--- src/hw/wlf_pkg.sv ---
// Shared constants and types for the wake-level and switch-fault status block.
// Assumes a 125 MHz system clock and 7-bit register addresses with 16-bit data.
package wlf_pkg;

  // ----------------------------------------------------------------
  // Register map
  // ----------------------------------------------------------------
  localparam int ADDR_W = 7;
  localparam int DATA_W = 16;
  localparam logic [6:0] WAKE_LEVEL_ADDR = 7'h45;
  localparam logic [6:0] HS_FAULT_ADDR = 7'h46;

  // ----------------------------------------------------------------
  // Field layout
  // ----------------------------------------------------------------
  localparam int N_IN = 4;
  localparam int FLAG_W = 12;
  localparam int WAKE_LSB = 0;
  localparam int OC_LSB = 0;
  localparam int OL_LSB = 5;
  localparam int OT_LSB = 10;
  // Positions of the three groups inside the packed flag vector.
  localparam int FLAG_OC_LSB = 0;
  localparam int FLAG_OL_LSB = 4;
  localparam int FLAG_OT_LSB = 8;

  // ----------------------------------------------------------------
  // Reset values
  // ----------------------------------------------------------------
  localparam logic [3:0] WAKE_LEVEL_RST = 4'h0;
  localparam logic [11:0] HS_FAULT_RST = 12'h000;
  localparam logic [15:0] READ_ZERO = 16'h0000;

  // ----------------------------------------------------------------
  // Operating modes reported by the mode controller
  // ----------------------------------------------------------------
  typedef enum logic [2:0] {
    MODE_NORMAL,
    MODE_STOP,
    MODE_SLEEP,
    MODE_INIT,
    MODE_RESTART,
    MODE_FAIL_SAFE
  } wlf_mode_type;

endpackage

--- src/hw/wlf_fault_if.sv ---
// Interface between the status register top and its sticky fault flag store.
// Assumes both ends run on the same clock.
interface wlf_fault_if;
  logic [11:0] set;
  logic clr;
  logic soft_clr;
  logic [11:0] flags;

  modport owner (
    input set,
    input clr,
    input soft_clr,
    output flags
  );

  modport user (
    output set,
    output clr,
    output soft_clr,
    input flags
  );
endinterface

--- src/hw/wlf_status_regs.sv ---
// Wake-level and high-side switch fault status registers, read by the host.
// Assumes the serial frame logic issues one-cycle read requests on clk_i and
// that mode, cyclic sampling, soft reset and restart come from logic on clk_i.
//
// How it works
// Wake level bits 3:0 show wake inputs four to one, 1 means high.
// Wake levels follow the inputs in normal, stop, init and restart modes.
// In cyclic sense or wake, bits load at each sample and hold between.
// Reserved bits of both status registers always read zero.
// Power-on, soft reset or restart clears all wake level bits.
// Fault bits 13:10 flag overtemperature on switches four to one, clear on read.
// Fault bits 8:5 flag open load on switches four to one, clear on read.
// Fault bits 3:0 flag overcurrent on switches four to one, clear on read.
// Power-on or soft reset clears fault flags; restart keeps them.
// Flags stay set after faults vanish; a fault present at read sets again.
module wlf_status_regs (
  input wire logic clk_i,
  input wire logic sys_rst_i,
  input wire logic soft_rst_i,
  input wire logic restart_i,
  input wire wlf_pkg::wlf_mode_type dev_mode_i,
  input wire logic cyclic_active_i,
  input wire logic sample_strobe_i,
  input wire logic [3:0] wake_in_i,
  input wire logic [3:0] hs_overtemp_i,
  input wire logic [3:0] hs_open_load_i,
  input wire logic [3:0] hs_overcurrent_i,
  input wire logic rd_req_i,
  input wire logic [6:0] rd_addr_i,
  output logic rd_valid_o,
  output logic [15:0] rd_data_o
);

  // ----------------------------------------------------------------
  // Input synchronisers
  // ----------------------------------------------------------------
  // Wake pins and analog detector outputs are asynchronous to clk_i.
  logic [15:0] meta_r;
  logic [15:0] sync_r;
  logic [3:0] wake_s;
  logic [11:0] fault_s;

  always_ff @(posedge clk_i or posedge sys_rst_i) begin
    if (sys_rst_i) begin
      meta_r <= 16'h0000;
      sync_r <= 16'h0000;
    end else begin
      meta_r <= {hs_overtemp_i, hs_open_load_i, hs_overcurrent_i, wake_in_i};
      sync_r <= meta_r;
    end
  end

  assign wake_s = sync_r[3:0];
  assign fault_s = sync_r[15:4];

  // ----------------------------------------------------------------
  // Wake level register
  // ----------------------------------------------------------------
  logic [3:0] wake_r;
  logic [3:0] wake_nxt;
  logic mode_live;

  // Sleep and fail-safe freeze the last seen level unless cyclic sampling runs.
  always_comb begin
    unique case (dev_mode_i)
      wlf_pkg::MODE_NORMAL,
      wlf_pkg::MODE_STOP,
      wlf_pkg::MODE_INIT,
      wlf_pkg::MODE_RESTART: mode_live = 1'b1;
      default: mode_live = 1'b0;
    endcase
  end

  always_comb begin
    wake_nxt = wake_r;
    if (soft_rst_i || restart_i) begin
      wake_nxt = wlf_pkg::WAKE_LEVEL_RST;
    end else if (cyclic_active_i) begin
      if (sample_strobe_i) begin
        wake_nxt = wake_s;
      end
    end else if (mode_live) begin
      wake_nxt = wake_s;
    end
  end

  always_ff @(posedge clk_i or posedge sys_rst_i) begin
    if (sys_rst_i) begin
      wake_r <= wlf_pkg::WAKE_LEVEL_RST;
    end else begin
      wake_r <= wake_nxt;
    end
  end

  // ----------------------------------------------------------------
  // Fault flag store
  // ----------------------------------------------------------------
  wlf_fault_if fault_bus ();
  logic fault_hit;

  assign fault_hit = rd_req_i && (rd_addr_i == wlf_pkg::HS_FAULT_ADDR);
  assign fault_bus.set = fault_s;
  assign fault_bus.clr = fault_hit;
  assign fault_bus.soft_clr = soft_rst_i;

  wlf_fault_flags u_flags (
    .clk_i(clk_i),
    .sys_rst_i(sys_rst_i),
    .bus(fault_bus)
  );

  // ----------------------------------------------------------------
  // Read port
  // ----------------------------------------------------------------
  logic [15:0] rd_data_r;
  logic [15:0] rd_data_nxt;
  logic rd_valid_r;
  logic rd_valid_nxt;
  logic [11:0] fl;

  assign fl = fault_bus.flags;

  // The snapshot is taken from the flags before the clear, so the read sees them.
  always_comb begin
    rd_valid_nxt = rd_req_i;
    rd_data_nxt = wlf_pkg::READ_ZERO;
    if (rd_req_i && rd_addr_i == wlf_pkg::WAKE_LEVEL_ADDR) begin
      rd_data_nxt[wlf_pkg::WAKE_LSB +: 4] = wake_r;
    end else if (fault_hit) begin
      rd_data_nxt[wlf_pkg::OT_LSB +: 4] = fl[wlf_pkg::FLAG_OT_LSB +: 4];
      rd_data_nxt[wlf_pkg::OL_LSB +: 4] = fl[wlf_pkg::FLAG_OL_LSB +: 4];
      rd_data_nxt[wlf_pkg::OC_LSB +: 4] = fl[wlf_pkg::FLAG_OC_LSB +: 4];
    end
  end

  always_ff @(posedge clk_i or posedge sys_rst_i) begin
    if (sys_rst_i) begin
      rd_valid_r <= 1'b0;
      rd_data_r <= wlf_pkg::READ_ZERO;
    end else begin
      rd_valid_r <= rd_valid_nxt;
      rd_data_r <= rd_data_nxt;
    end
  end

  assign rd_valid_o = rd_valid_r;
  assign rd_data_o = rd_data_r;
endmodule

--- src/hw/wlf_fault_flags.sv ---
// Sticky, clear-on-read fault flags for four high-side switches.
// Assumes set inputs are already synchronised to clk_i.
module wlf_fault_flags (
  input wire logic clk_i,
  input wire logic sys_rst_i,
  wlf_fault_if.owner bus
);

  logic [11:0] flag_r;
  logic [11:0] flag_nxt;

  // ----------------------------------------------------------------
  // Flag update
  // ----------------------------------------------------------------
  // A detection in the cycle of the clearing read survives, so no fault is lost.
  for (genvar i = 0; i < wlf_pkg::FLAG_W; i++) begin : g_flag
    always_comb begin
      if (bus.soft_clr) begin
        flag_nxt[i] = 1'b0;
      end else begin
        flag_nxt[i] = (flag_r[i] & ~bus.clr) | bus.set[i];
      end
    end
  end

  always_ff @(posedge clk_i or posedge sys_rst_i) begin
    if (sys_rst_i) begin
      flag_r <= wlf_pkg::HS_FAULT_RST;
    end else begin
      flag_r <= flag_nxt;
    end
  end

  assign bus.flags = flag_r;
endmodule

--- config.mk ---
export PLATFORM = sky130hd
export DESIGN_NAME = wlf_status_regs
export DESIGN_NICKNAME = d
export VERILOG_FILES = /design/src/hw/wlf_pkg.sv /design/src/hw/wlf_fault_if.sv /design/src/hw/wlf_status_regs.sv /design/src/hw/wlf_fault_flags.sv
export SDC_FILE = /design/constraint.sdc
export NUM_CORES = 1
export LEC_CHECK = 0
export ABC_AREA = 1
export BUFFER_PORTS_ARGS = -buffer_cell sky130_fd_sc_hd__buf_2
export CAP_MARGIN = 20
export CORE_AREA = 2 2 65 67
export DETAILED_ROUTE_END_ITERATION = 16
export DIE_AREA = 0 0 67 69
export PLACE_DENSITY = 0.82
export SYNTH_ARGS = -nofsm -noshare
export SYNTH_HDL_FRONTEND = slang
export SYNTH_SLANG_ARGS = --single-unit
--- constraint.sdc ---
create_clock -name clk_i -period 3.65 [get_ports clk_i]
set_clock_uncertainty 0.05 [all_clocks]
set_input_delay 0.365 -clock clk_i [delete_from_list [all_inputs] [get_ports clk_i]]
set_output_delay 0.365 -clock clk_i [all_outputs]
set_load 0.01 [all_outputs]
# Yosys cells after proc, flatten, opt, wreduce, memory -nomap -nowiden
# Cells that the tools add are included.
# word_totals
regBits,61
elab_cells,67
# classes
eq_ne,6
muxes,23
bitwise_logic,25
reduce_logical,7
# op_table
operator,n
4-bit two-way mux,10
7-bit == test (second input constant),2
1-bit two-way mux,13
1-bit bitwise AND,12
1-bit OR,12
4-bit OR reduction,1
3-bit by 1-bit == test with 1-bit output (second input constant),1
3-bit by 2-bit == test with 1-bit output (second input constant),1
3-bit == test (second input constant),1
3-bit zero test,1
3-bit by 1-bit inequality test with 1-bit output (second input constant),1
3-bit nonzero test,1
1-bit logical AND,2
2-bit AND reduction,1
1-bit logical OR,1
1-bit inverter,1

# Longest topological paths before layout
# Gate-level depths: netlist (run 1).
# logic_depth
ltp_word,6
mapped_depth,7
depth_no_buf,6

# Cells and area by module
# A second synthesis (run 1) with hierarchy kept.
# hier_totals
cells_unflattened,177
hier_area_um2,2050.7
# by_module_without_submodules
mod,instances,cells_per_inst,area_each_um2,seq_area_each_um2
wlf_status_regs,1,125,1570.3,1226.2
wlf_fault_flags,1,52,480.5,300.3

# Least setup slack after synthesis (run 1)
# No wires, ideal clock.
# synth_path
path_kind,input port to flip-flop
startpoint,input rd_addr_i[5]
endpoint,"register u_flags.flag_r[2], in the netlist u_flags.bus.flags[2]"
arrival_time_ns,0.953
required_time_ns,3.453
slack_ns,2.500
path_stages,7
cell_sequence,inv_1 > nand2_1 > nor2_4 > nand2_4 > buf_6 > nand2_2 > a21oi_2
# synth_via
elab_chain_len,6
# synth_rtl
element,line_no,text
from (decl),wlf_status_regs.sv:29,"input wire logic [6:0] rd_addr_i,"
7-bit == test,wlf_status_regs.sv:101,assign fault_hit = rd_req_i && (rd_addr_i == wlf_pkg::HS_FAULT_ADDR);
1-bit logical AND,wlf_status_regs.sv:101,
1-bit inverter,wlf_fault_flags.sv:21,flag_nxt[i] = (flag_r[i] & ~bus.clr) | bus.set[i];
1-bit bitwise AND,wlf_fault_flags.sv:21,
1-bit OR,wlf_fault_flags.sv:21,
1-bit two-way mux,wlf_fault_flags.sv:18,if (bus.soft_clr) begin
named net u_flags.flag_nxt[2],wlf_fault_flags.sv:10,logic [11:0] flag_nxt;
to (signal assigned),wlf_fault_flags.sv:28,flag_r <= wlf_pkg::HS_FAULT_RST;
to (signal assigned),wlf_fault_flags.sv:30,flag_r <= flag_nxt;
to (decl),wlf_fault_flags.sv:9,logic [11:0] flag_r;
# The timed path passes the listed nets, and every way through them passes these cells.
# A chain may end at the register's enable or synchronous reset.

# Worst setup path after layout (run 1)
# layout_path
startpoint,"register rd_data_r[6], in the netlist rd_data_o[6]"
endpoint,output rd_data_o[6]
# layout_rtl
element,line_no,text
from (decl),wlf_status_regs.sv:115,logic [15:0] rd_data_r;
from (signal assigned),wlf_status_regs.sv:139,rd_data_r <= wlf_pkg::READ_ZERO;
from (signal assigned),wlf_status_regs.sv:142,rd_data_r <= rd_data_nxt;
to (decl),wlf_status_regs.sv:31,output logic [15:0] rd_data_o
# No word-level cell between the ends.

==> impl_metrics.env, run 1 <==
export IMPL_outcome="finished, final reports clean"
export IMPL_setup_violations_final=0
export IMPL_totalNegativeSetupSlack_ns=0
export IMPL_total_congestion_overflow_after_global_routing=0
export IMPL_hold_buffers=0
export IMPL_worstPathCellList="buf_2"
export IMPL_grt_pass1_wl_um=5040
export IMPL_final_cell_count_no_fill=284
export IMPL_core_mm2=0.00391
export IMPL_tightest_pin_transition_ns=0.723
export IMPL_cts_root_buf="sky130_fd_sc_hd__clkbuf_8"
export IMPL_ys_flop_type="sky130_fd_sc_hd__dfrtp_1"
export IMPL_worstHoldPathType="in -> reg"
export IMPL_max_cap_violations=0
export IMPL_io_buffer_count=45
export IMPL_grt_pass1_vias=1222
export IMPL_most_numerous_cell_types_in_the_synthesized_netlist="sky130_fd_sc_hd__dfrtp_1, sky130_fd_sc_hd__inv_1, sky130_fd_sc_hd__nand2_1"
export IMPL_synth_seq_area_share=0.714
export IMPL_drt_iter0_drc=56
export IMPL_finalHoldViolCount=0
export IMPL_place_inst=268
export IMPL_yosysTopAreaCell="sky130_fd_sc_hd__dfrtp_1"
export IMPL_io_pins=50
export IMPL_cts_repair_resized=0
export IMPL_final_util=0.672
export IMPL_tritoncts_num_buffers=9
export IMPL_crit_path_max_incr_delay_ns=0.37
export IMPL_crit_slowest_cell="sky130_fd_sc_hd__dfrtp_1"
export IMPL_p_leak_uw=0.00143
export IMPL_post_route_worst_setup_slack_ns=2.41
export IMPL_ffs_latches_synth=61
export IMPL_die_height_um=69
export IMPL_critical_path_arrival_ns=0.83
export IMPL_firstDrtPassIters=4
export IMPL_worst_endpoint_required_ns=3.23
export IMPL_die_w_um=67
export IMPL_dieArea_mm2=0.00462
export IMPL_synth_async_reset_ratio=1.00
export IMPL_finalWorstPathRequiredPeriod_ns=1.24
export IMPL_worst_setup_slack_before_clock_tree_synthesis_ns=2.26
export IMPL_antenna_cells=0
export IMPL_grt_antenna_before_repair=0
export IMPL_synth_enable_flop_cells=0
export IMPL_h_tree_depth=3
export IMPL_route_detailed_drc=0
export IMPL_ys_top_cells_by_area="sky130_fd_sc_hd__dfrtp_1, sky130_fd_sc_hd__inv_1, sky130_fd_sc_hd__a21oi_2, sky130_fd_sc_hd__nand2_2, sky130_fd_sc_hd__nand2_1"
export IMPL_worstSetupEndpointType="output port"
export IMPL_critPathKind="reg -> out"
export IMPL_fin_crit_sh=0.340
export IMPL_final_layout_size_suffix_gt1_frac=0.415
export IMPL_track_usage=0.152
export IMPL_area_share_of_the_leading_cell_type_in_the_synthesized_netlist=0.714
export IMPL_routed_via_count=1244
export IMPL_final_antenna_net_count=0
export IMPL_synth_distinct_cells=18
export IMPL_slew_headroom=0.517
export IMPL_timing_fmax_mhz=806
export IMPL_tritoncts="yes"
export IMPL_ir_worst_vdd_uv=480
export IMPL_worstSkewPairLatency_ns=0.32
export IMPL_synth_area_mm2=0.00214
export IMPL_place_hpwl_um=1900
export IMPL_post_synth_top_count_cell="sky130_fd_sc_hd__dfrtp_1"
export IMPL_synthesis_instances=176
export IMPL_grt_max_degree=40
export IMPL_crit_path_max_fanout=1
export IMPL_totalWireLength_um=2780
export IMPL_cellPowerDensity_mw_per_mm2=568
export IMPL_max_clock_path_buffers=2
export IMPL_clk_pin_slew_worst_paths_ns=0.06
export IMPL_routabilityCongestion=0.806
export IMPL_synth_yosys_warnings=0
export IMPL_critical_path_start_type="register"
export IMPL_critPathTopFamily="flip-flops"
export IMPL_rsz_0062_raised_after_global_routing="no"
export IMPL_design_final_nets=262
export IMPL_rows=23
export IMPL_report_final_slew_viol_count=0
export IMPL_clock_sink_count=61
export IMPL_vias_per_cell=4.38
export IMPL_initial_utilization=0.546
export IMPL_synthesis_area_per_instance_um2=12.1
export IMPL_wl_per_cell_um=9.80
export IMPL_critical_path_buf_inv_count=1
export IMPL_cts_repair_timing_setup_buffer_count=0
export IMPL_area_growth_from_synthesis_to_layout_pct=22.9
cells in the final DEF, fill, tap and decap left out:
cell,netlist,final
sky130_fd_sc_hd__nor2_1,5,5
sky130_fd_sc_hd__nand2_4,1,1
sky130_fd_sc_hd__nand2_1,18,18
sky130_fd_sc_hd__nand3_1,12,12
sky130_fd_sc_hd__nor2_2,8,8
sky130_fd_sc_hd__a21oi_1,2,2
sky130_fd_sc_hd__inv_1,32,31
sky130_fd_sc_hd__nor2_4,2,2
sky130_fd_sc_hd__buf_2,0,45
sky130_fd_sc_hd__clkinv_2,0,1
sky130_fd_sc_hd__bufinv_16,0,3
sky130_fd_sc_hd__buf_4,4,1
sky130_fd_sc_hd__dfrtp_1,61,61
sky130_fd_sc_hd__inv_2,1,2
sky130_fd_sc_hd__o211ai_1,1,1
sky130_fd_sc_hd__clkbuf_1,1,2
sky130_fd_sc_hd__nor3_1,1,1
sky130_fd_sc_hd__clkbuf_8,0,10
sky130_fd_sc_hd__nand2_2,14,14
sky130_fd_sc_hd__a21oi_2,10,10
sky130_fd_sc_hd__conb_1,1,4
stage by stage:
step                      hold slack, ns  total power, uW  area [um^2]
after floorplan                    0.281              778         2150
after global routing              0.0730             1570         2630
after detailed placement           0.285              805         2390
final                             0.0951             1490         2630
after CTS                         0.0790             1510         2630
after global placement             0.282              801         2390
area by class of cell:
class / instances / area, um^2
clock buffer: 12 / 145
clock inverter: 4 / 95.1
fill: 303 / 1280
inverter: 33 / 124
multi-input combinational: 78 / 443
sequential: 61 / 1530
tap: 50 / 62.6
timing repair buffer: 46 / 233
power by group:
part	switching, uW	internal [uW]
sequential	12.5	706
clock	231	472
combinational	44.3	28.2
registers in the layout, indices dropped and copies added, names as in the netlist:
name               count
rd_data_o             12
sync_r                16
u_flags.bus.flags     12
wake_r                 4
rd_valid_o             1
meta_r                16
layer usage:
| layer | global-route usage | up-vias | wire length (um) |
|---|---|---|---|
| li1 | - | 622 | - |
| met1 | 0.183 | 570 | 1170 |
| met2 | 0.227 | 42 | 1350 |
| met3 | 0.0489 | 10 | 165 |
| met4 | 0.109 | 0 | 92 |
| met5 | 0 | - | 0 |
worst paths after layout:
check,start,end,slack [ns],cells past startpoint
min,hs_overcurrent_i[2],meta_r[6],0.1,1
max,rd_data_o[6],rd_data_o[6],2.41,1
max in group asynchronous,sys_rst_i,u_flags.bus.flags[5],2.69,3
max reg2reg,sync_r[0],wake_r[0],2.92,4
min in group asynchronous,sys_rst_i,meta_r[5],0.11,2
min reg2reg,meta_r[7],sync_r[7],0.30,0
kinds of logic (layout without fill, tap and decap cells):
family | Yosys count | after routing | synth area share
AOI/OAI and AO/OA | 13 | 13 | 0.0492
buffers and inverters | 40 | 95 | 0.0843
DFF | 61 | 61 | 0.714
other | 1 | 4 | 0.00175
and+or+nand+nor | 61 | 61 | 0.151
Note: power is estimated with default switching activity, not from simulation.
==> run 2: changes to the inputs <==
--- a/config.mk
+++ b/config.mk
@@ -5,13 +5,13 @@
 export SDC_FILE = /design/constraint.sdc
 export NUM_CORES = 1
 export LEC_CHECK = 0
-export ABC_AREA = 1
+export ABC_AREA = 0
 export BUFFER_PORTS_ARGS = -buffer_cell sky130_fd_sc_hd__buf_2
 export CAP_MARGIN = 20
-export CORE_AREA = 2 2 65 67
+export CORE_AREA = 2 2 66 68
 export DETAILED_ROUTE_END_ITERATION = 16
-export DIE_AREA = 0 0 67 69
-export PLACE_DENSITY = 0.82
+export DIE_AREA = 0 0 68 70
+export PLACE_DENSITY = 0.77
 export SYNTH_ARGS = -nofsm -noshare
 export SYNTH_HDL_FRONTEND = slang
 export SYNTH_SLANG_ARGS = --single-unit
==> constraint.sdc (replaced) <==
create_clock -name clk_i -period 1.3 [get_ports clk_i]
set_clock_uncertainty 0.05 [all_clocks]
set_input_delay 0.13 -clock clk_i [delete_from_list [all_inputs] [get_ports clk_i]]
set_output_delay 0.13 -clock clk_i [all_outputs]
set_load 0.01 [all_outputs]
==> run 2 against run 1 <==
  * First-iteration DRC count is 38% higher
  * Wire length rose by 8.3%
  * Cell area rose by 3.9%
  * Area after synthesis shrank 5.4%
  * Largest cell class unchanged
  * Largest power group unchanged
==> impl_metrics.env, run 2 <==
export IMPL_worstSkewPairLatency_ns=0.33
export IMPL_totalWireLength_um=3020
export IMPL_critPathTopFamily="buffers and inverters"
export IMPL_grt_pass1_wl_um=5100
export IMPL_h_tree_depth=3
export IMPL_final_layout_size_suffix_gt1_frac=0.329
export IMPL_firstDrtPassIters=4
export IMPL_area_share_of_the_leading_cell_type_in_the_synthesized_netlist=0.754
export IMPL_grt_pass1_vias=1247
export IMPL_synth_seq_area_share=0.754
export IMPL_hold_worst_slack_ns=0.0348
export IMPL_finalWorstPathRequiredPeriod_ns=1.26
export IMPL_finish_instance_area_mm2=0.00273
export IMPL_routabilityCongestion=0.749
export IMPL_cellPowerDensity_mw_per_mm2=1440
export IMPL_crit_slowest_cell="sky130_fd_sc_hd__dlygate4sd3_1"
export IMPL_wl_per_cell_um=10.9
export IMPL_synthesis_instances=146
export IMPL_max_clock_path_buffers=2
export IMPL_synth_area_mm2=0.00202
export IMPL_ffs_latches_synth=61
export IMPL_die_height_um=70
export IMPL_rows=24
export IMPL_reg_top3="meta_r: 16 flops, sync_r: 16 flops"
export IMPL_mostFrequentLayoutCell="sky130_fd_sc_hd__dfrtp_1"
export IMPL_routed_via_count=1250
export IMPL_post_synth_top_count_cell="sky130_fd_sc_hd__dfrtp_1"
export IMPL_tritoncts_num_buffers=9
export IMPL_design_final_nets=253
export IMPL_critPathKind="in -> reg"
export IMPL_tritoncts="yes"
export IMPL_synth_enable_flop_cells=0
export IMPL_place_hpwl_um=1940
export IMPL_grt_max_degree=26
export IMPL_worst_endpoint_required_ns=1.45
export IMPL_crit_path_max_fanout=12
export IMPL_finalHoldViolCount=0
export IMPL_antenna_cells=0
export IMPL_timing_fmax_mhz=797
export IMPL_cts_repair_timing_setup_buffer_count=0
export IMPL_initial_utilization=0.488
export IMPL_yosysTopAreaCell="sky130_fd_sc_hd__dfrtp_1"
export IMPL_clock_sink_count=61
export IMPL_most_numerous_cell_types_in_the_synthesized_netlist="sky130_fd_sc_hd__dfrtp_1, sky130_fd_sc_hd__a21oi_1, sky130_fd_sc_hd__inv_1"
export IMPL_ir_worst_vdd_uv=929
export IMPL_area_growth_from_synthesis_to_layout_pct=35.0
export IMPL_route_detailed_drc=0
export IMPL_core_mm2=0.00414
export IMPL_final_antenna_net_count=0
export IMPL_drt_iter0_drc=77
export IMPL_ys_top_cells_by_area="sky130_fd_sc_hd__dfrtp_1, sky130_fd_sc_hd__a21oi_1, sky130_fd_sc_hd__o21ai_0, sky130_fd_sc_hd__o211ai_1, sky130_fd_sc_hd__and2_1"
export IMPL_io_buffer_count=45
export IMPL_leading_cell_types_in_the_layout_fill_and_taps_excluded="sky130_fd_sc_hd__dfrtp_1, sky130_fd_sc_hd__buf_2, sky130_fd_sc_hd__dlygate4sd3_1"
export IMPL_critical_path_arrival_ns=1.41
export IMPL_synth_async_reset_ratio=1.00
export IMPL_die_w_um=68
export IMPL_outcome="finished, final reports clean"
export IMPL_synth_yosys_warnings=0
export IMPL_total_congestion_overflow_after_global_routing=0
export IMPL_design_power_total_uw=3940
export IMPL_setup_violations_final=0
export IMPL_worstPathCellList="dlygate4sd3_1 -> buf_2 -> nand4bb_4 -> buf_4 -> o21ai_0 -> a21oi_1"
export IMPL_worstHoldPathType="in -> reg"
export IMPL_detailed_place_area_mm2=0.00233
export IMPL_p_leak_uw=0.00135
export IMPL_max_cap_violations=0
export IMPL_fin_crit_sh=0.966
export IMPL_grt_antenna_before_repair=0
export IMPL_critical_path_buf_inv_count=3
export IMPL_rsz_0062_raised_after_global_routing="yes"
export IMPL_clk_pin_slew_worst_paths_ns=0.07
export IMPL_critical_path_start_type="input pin"
export IMPL_crit_path_max_incr_delay_ns=0.52
export IMPL_report_final_slew_viol_count=0
export IMPL_dieArea_mm2=0.00476
export IMPL_synthesis_area_per_instance_um2=13.9
export IMPL_vias_per_cell=4.51
export IMPL_worstSetupEndpointType="register"
export IMPL_synth_distinct_cells=20
export IMPL_cts_root_buf="sky130_fd_sc_hd__clkbuf_8"
export IMPL_track_usage=0.151
export IMPL_io_pins=50
export IMPL_ys_flop_type="sky130_fd_sc_hd__dfrtp_1"
==> run 2: logic make-up after synthesis <==
logic type | share of synthesized area
compound gates | 0.114
other cells | 0.00185
buf+inv | 0.0464
flops | 0.754
mux | 0.0105
simple gates | 0.0730
==> run 2: cell type report <==
cell class	instances	area (um^2)
sequential	61	1530
fill	305	1410
timing repair buffer	68	455
multi-input combinational	67	422
clock buffer	12	165
tap	52	65.1
inverter	13	52.6
clock inverter	4	45.0
==> run 2: stage by stage <==
step                worst slack, ns   util  std cells  setup TNS [ns]
floorplan                     0.316      -        149               0
global placement              0.159  0.563        243               0
detailed placement            0.100  0.563        243               0
CTS                          0.0572  0.657        277               0
global route                -0.0164  0.659        277         -0.0489
finish                       0.0446  0.659        277               0
==> run 2: path summary, 6_finish.rpt <==
path | depth (start not counted) | slack (ns) | startpoint | endpoint
min in group asynchronous | 3 | 0.31 | sys_rst_i | sync_r[5]
worst max register to register | 2 | 0.48 | u_flags.bus.flags[3] | rd_data_o[3]
worst min-delay path | 3 | 0.03 | restart_i | wake_r[3]
max in group asynchronous | 4 | 0.44 | sys_rst_i | meta_r[14]
worst max-delay path | 6 | 0.04 | rd_req_i | u_flags.bus.flags[6]
worst min register to register | 0 | 0.30 | meta_r[10] | sync_r[10]
==> run 2: report_power, final <==
group / leakage, uW / total [uW] / switching (uW) / internal (uW)
logic: 0.000477 / 243 / 122 / 122
clock network: 0.000112 / 1690 / 655 / 1030
registers: 0.000757 / 2010 / 26.7 / 1980
==> run 2: repair_timing <==
item	4_1_cts	5_1_grt
hold endpoints to repair	36	0
endpoints found under the setup margin	0	14
resized for setup	0	5
hold buffers	18	0
==> run 2: routing by layer <==
metal,routed length (um),up-vias,track usage
met3,219,11,0.0741
met1,1300,566,0.174
met2,1400,50,0.214
li1,-,623,-
met5,0,-,0
met4,90,0,0.109
==> run 2: tightest hold or removal path, cell delays in order <==
cell	delay, ns
sky130_fd_sc_hd__buf_2	0.07
sky130_fd_sc_hd__or2_2	0.13
sky130_fd_sc_hd__a21oi_1	0.05
==> run 3: changes to the inputs <==
--- a/config.mk
+++ b/config.mk
@@ -8,10 +8,10 @@
 export ABC_AREA = 0
 export BUFFER_PORTS_ARGS = -buffer_cell sky130_fd_sc_hd__buf_2
 export CAP_MARGIN = 20
-export CORE_AREA = 2 2 66 68
+export CORE_AREA = 2 2 70 72
 export DETAILED_ROUTE_END_ITERATION = 16
-export DIE_AREA = 0 0 68 70
-export PLACE_DENSITY = 0.77
+export DIE_AREA = 0 0 72 74
+export PLACE_DENSITY = 0.72
 export SYNTH_ARGS = -nofsm -noshare
 export SYNTH_HDL_FRONTEND = slang
 export SYNTH_SLANG_ARGS = --single-unit
==> constraint.sdc (replaced) <==
create_clock -name clk_i -period 1.1 [get_ports clk_i]
set_clock_uncertainty 0.05 [all_clocks]
set_input_delay 0.11 -clock clk_i [delete_from_list [all_inputs] [get_ports clk_i]]
set_output_delay 0.11 -clock clk_i [all_outputs]
set_load 0.01 [all_outputs]
==> run 3 against run 2 <==
  * Utilization decreased by 7.4 points
  * Sequential share of layout area grew 0.83 points
  * Total power rose by 9.1%
  * Critical path type is now reg -> out
  * Largest cell class unchanged
==> impl_metrics.env, run 3 (synthesized netlist as in run 2, its figures left out) <==
export IMPL_grt_antenna_before_repair=0
export IMPL_reg2reg_from="u_flags.bus.flags[3]"
export IMPL_timing_hold_worst_path_depth=3
export IMPL_critPathLaunch="rd_data_o[11]"
export IMPL_critPathTopFamily="flip-flops"
export IMPL_tritoncts="yes"
export IMPL_internal_power_summed_over_all_cells_uw=3390
export IMPL_crit_path_max_incr_delay_ns=0.37
export IMPL_grt_pass1_vias=1171
export IMPL_clock_sink_count=61
export IMPL_design_final_nets=254
export IMPL_dieArea_mm2=0.00533
export IMPL_grt_max_degree=52
export IMPL_tritoncts_num_buffers=9
export IMPL_vias_per_cell=4.54
export IMPL_rows=25
export IMPL_place_hpwl_um=2090
export IMPL_wl_per_cell_um=11.1
export IMPL_worst_path_stages=1
export IMPL_antenna_cells=0
export IMPL_worstHoldPathType="in -> reg"
export IMPL_report_final_slew_viol_count=0
export IMPL_crit_slowest_cell="sky130_fd_sc_hd__dfrtp_1"
export IMPL_initial_utilization=0.440
export IMPL_totalWireLength_um=3090
export IMPL_critical_path_buf_inv_count=1
export IMPL_p_clk_frac=0.382
export IMPL_power_share_switching=0.210
export IMPL_core_mm2=0.00460
export IMPL_finalWorstPathRequiredPeriod_ns=0.984
export IMPL_route_detailed_drc=0
export IMPL_final_layout_size_suffix_gt1_frac=0.304
export IMPL_ir_worst_vdd_uv=917
export IMPL_cts_repair_timing_setup_buffer_count=0
export IMPL_worstSetupEndpointType="output port"
export IMPL_fin_crit_sh=0.895
export IMPL_track_usage=0.134
export IMPL_cts_root_buf="sky130_fd_sc_hd__clkbuf_8"
export IMPL_mostFrequentLayoutCell="sky130_fd_sc_hd__dfrtp_1"
export IMPL_finalHoldViolCount=0
export IMPL_totalNegativeSetupSlack_ns=0
export IMPL_grt_pass1_wl_um=5110
export IMPL_max_cap_violations=0
export IMPL_p_leak_uw=0.00133
export IMPL_io_pins=50
export IMPL_h_tree_depth=3
export IMPL_num_fill_cells=394
export IMPL_area_growth_from_synthesis_to_layout_pct=33.0
export IMPL_cellPowerDensity_mw_per_mm2=1600
export IMPL_critical_path_start_type="register"
export IMPL_die_w_um=72
export IMPL_firstDrtPassIters=4
export IMPL_total_congestion_overflow_after_global_routing=0
export IMPL_clk_pin_slew_worst_paths_ns=0.06
export IMPL_worst_endpoint_required_ns=0.94
export IMPL_design_power_total_uw=4290
export IMPL_hold_buffers=19
export IMPL_io_buffer_count=45
export IMPL_die_height_um=74
export IMPL_outcome="finished, final reports clean"
export IMPL_seqPwrFrac=0.553
export IMPL_critPathKind="reg -> out"
export IMPL_final_util=0.585
export IMPL_routed_via_count=1262
export IMPL_reg_top3="meta_r: 16 flops, sync_r: 16 flops"
export IMPL_critical_path_arrival_ns=0.82
export IMPL_rsz_0062_raised_after_global_routing="no"
export IMPL_crit_path_max_fanout=1
export IMPL_leading_cell_types_in_the_layout_fill_and_taps_excluded="sky130_fd_sc_hd__dfrtp_1, sky130_fd_sc_hd__buf_2, sky130_fd_sc_hd__dlygate4sd3_1"
export IMPL_comb_power_share=0.066
export IMPL_max_clock_path_buffers=2
export IMPL_setup_violations_final=0
export IMPL_drt_iter0_drc=54
export IMPL_netSwitchingPower_uw=903
export IMPL_routabilityCongestion=0.682
export IMPL_timing_fmax_mhz=1020
export IMPL_final_cell_count_no_fill=278
export IMPL_final_antenna_net_count=0
export IMPL_place_inst=245
export IMPL_min_delay_start="rd_addr_i[4]"
export IMPL_worst_r2r_cell_count=2
export IMPL_cts_repair_resized=0
export IMPL_worstPathCellList="buf_2"
export IMPL_worstSkewPairLatency_ns=0.32
-- run 3: changes by cell type in the layout (fill, tap and decap cells not counted), moves of 2 or more --
cell / before / now
sky130_fd_sc_hd__nor2_1: 2 / 5
sky130_fd_sc_hd__nor2_2: 3 / 0
sky130_fd_sc_hd__o21ai_0: 10 / 12
sky130_fd_sc_hd__o21ai_1: 2 / 0
-- run 3: final cells by class --
cell class              instances  area [um^2]  share of cell area
well taps                      54         67.6              0.0251
clock inverters                 2         10.0             0.00372
multi-input cells              67          414               0.154
flip-flops and latches         61         1530               0.567
repair buffers                 69          465               0.173
inverters                      13         52.6              0.0195
clock buffers                  12          155              0.0576
-- run 3: power by group through the flow --
stage / Clock, uW / Sequential, uW / Combinational (uW)
2_1_floorplan: 0 / 2400 / 141
3_3_place_gp: 0 / 2410 / 232
3_5_place_dp: 0 / 2410 / 237
4_1_cts: 1710 / 2370 / 288
5_1_grt: 1820 / 2380 / 320
6_report: 1640 / 2370 / 283
-- run 3: final timing paths --
check / end / slack [ns]
worst min-delay path: rd_data_o[2] / 0.03
worst max-delay path: rd_data_o[11] / 0.12
worst min register to register: sync_r[9] / 0.29
min in group asynchronous: meta_r[4] / 0.22
max in group asynchronous: u_flags.bus.flags[10] / 0.27
worst max register to register: rd_data_o[3] / 0.31
-- run 3: per-layer routing --
layer / vias up / wire [um] / GRT usage
li1: 626 / - / -
met1: 592 / 1330 / 0.151
met2: 39 / 1490 / 0.203
met3: 5 / 226 / 0.0813
met4: 0 / 42 / 0.0692
met5: - / 0 / 0
-- run 3: per-stage QoR --
stage          hold slack (ns)  worst slack (ns)  instance area (um^2)
6_report                0.0312             0.116                  2690
5_1_grt                 0.0363            0.0645                  2690
4_1_cts                 0.0121            0.0846                  2690
3_5_place_dp            0.0164           -0.0189                  2340
3_3_place_gp            0.0118            0.0228                  2340
2_1_floorplan           0.0914             0.136                  2040
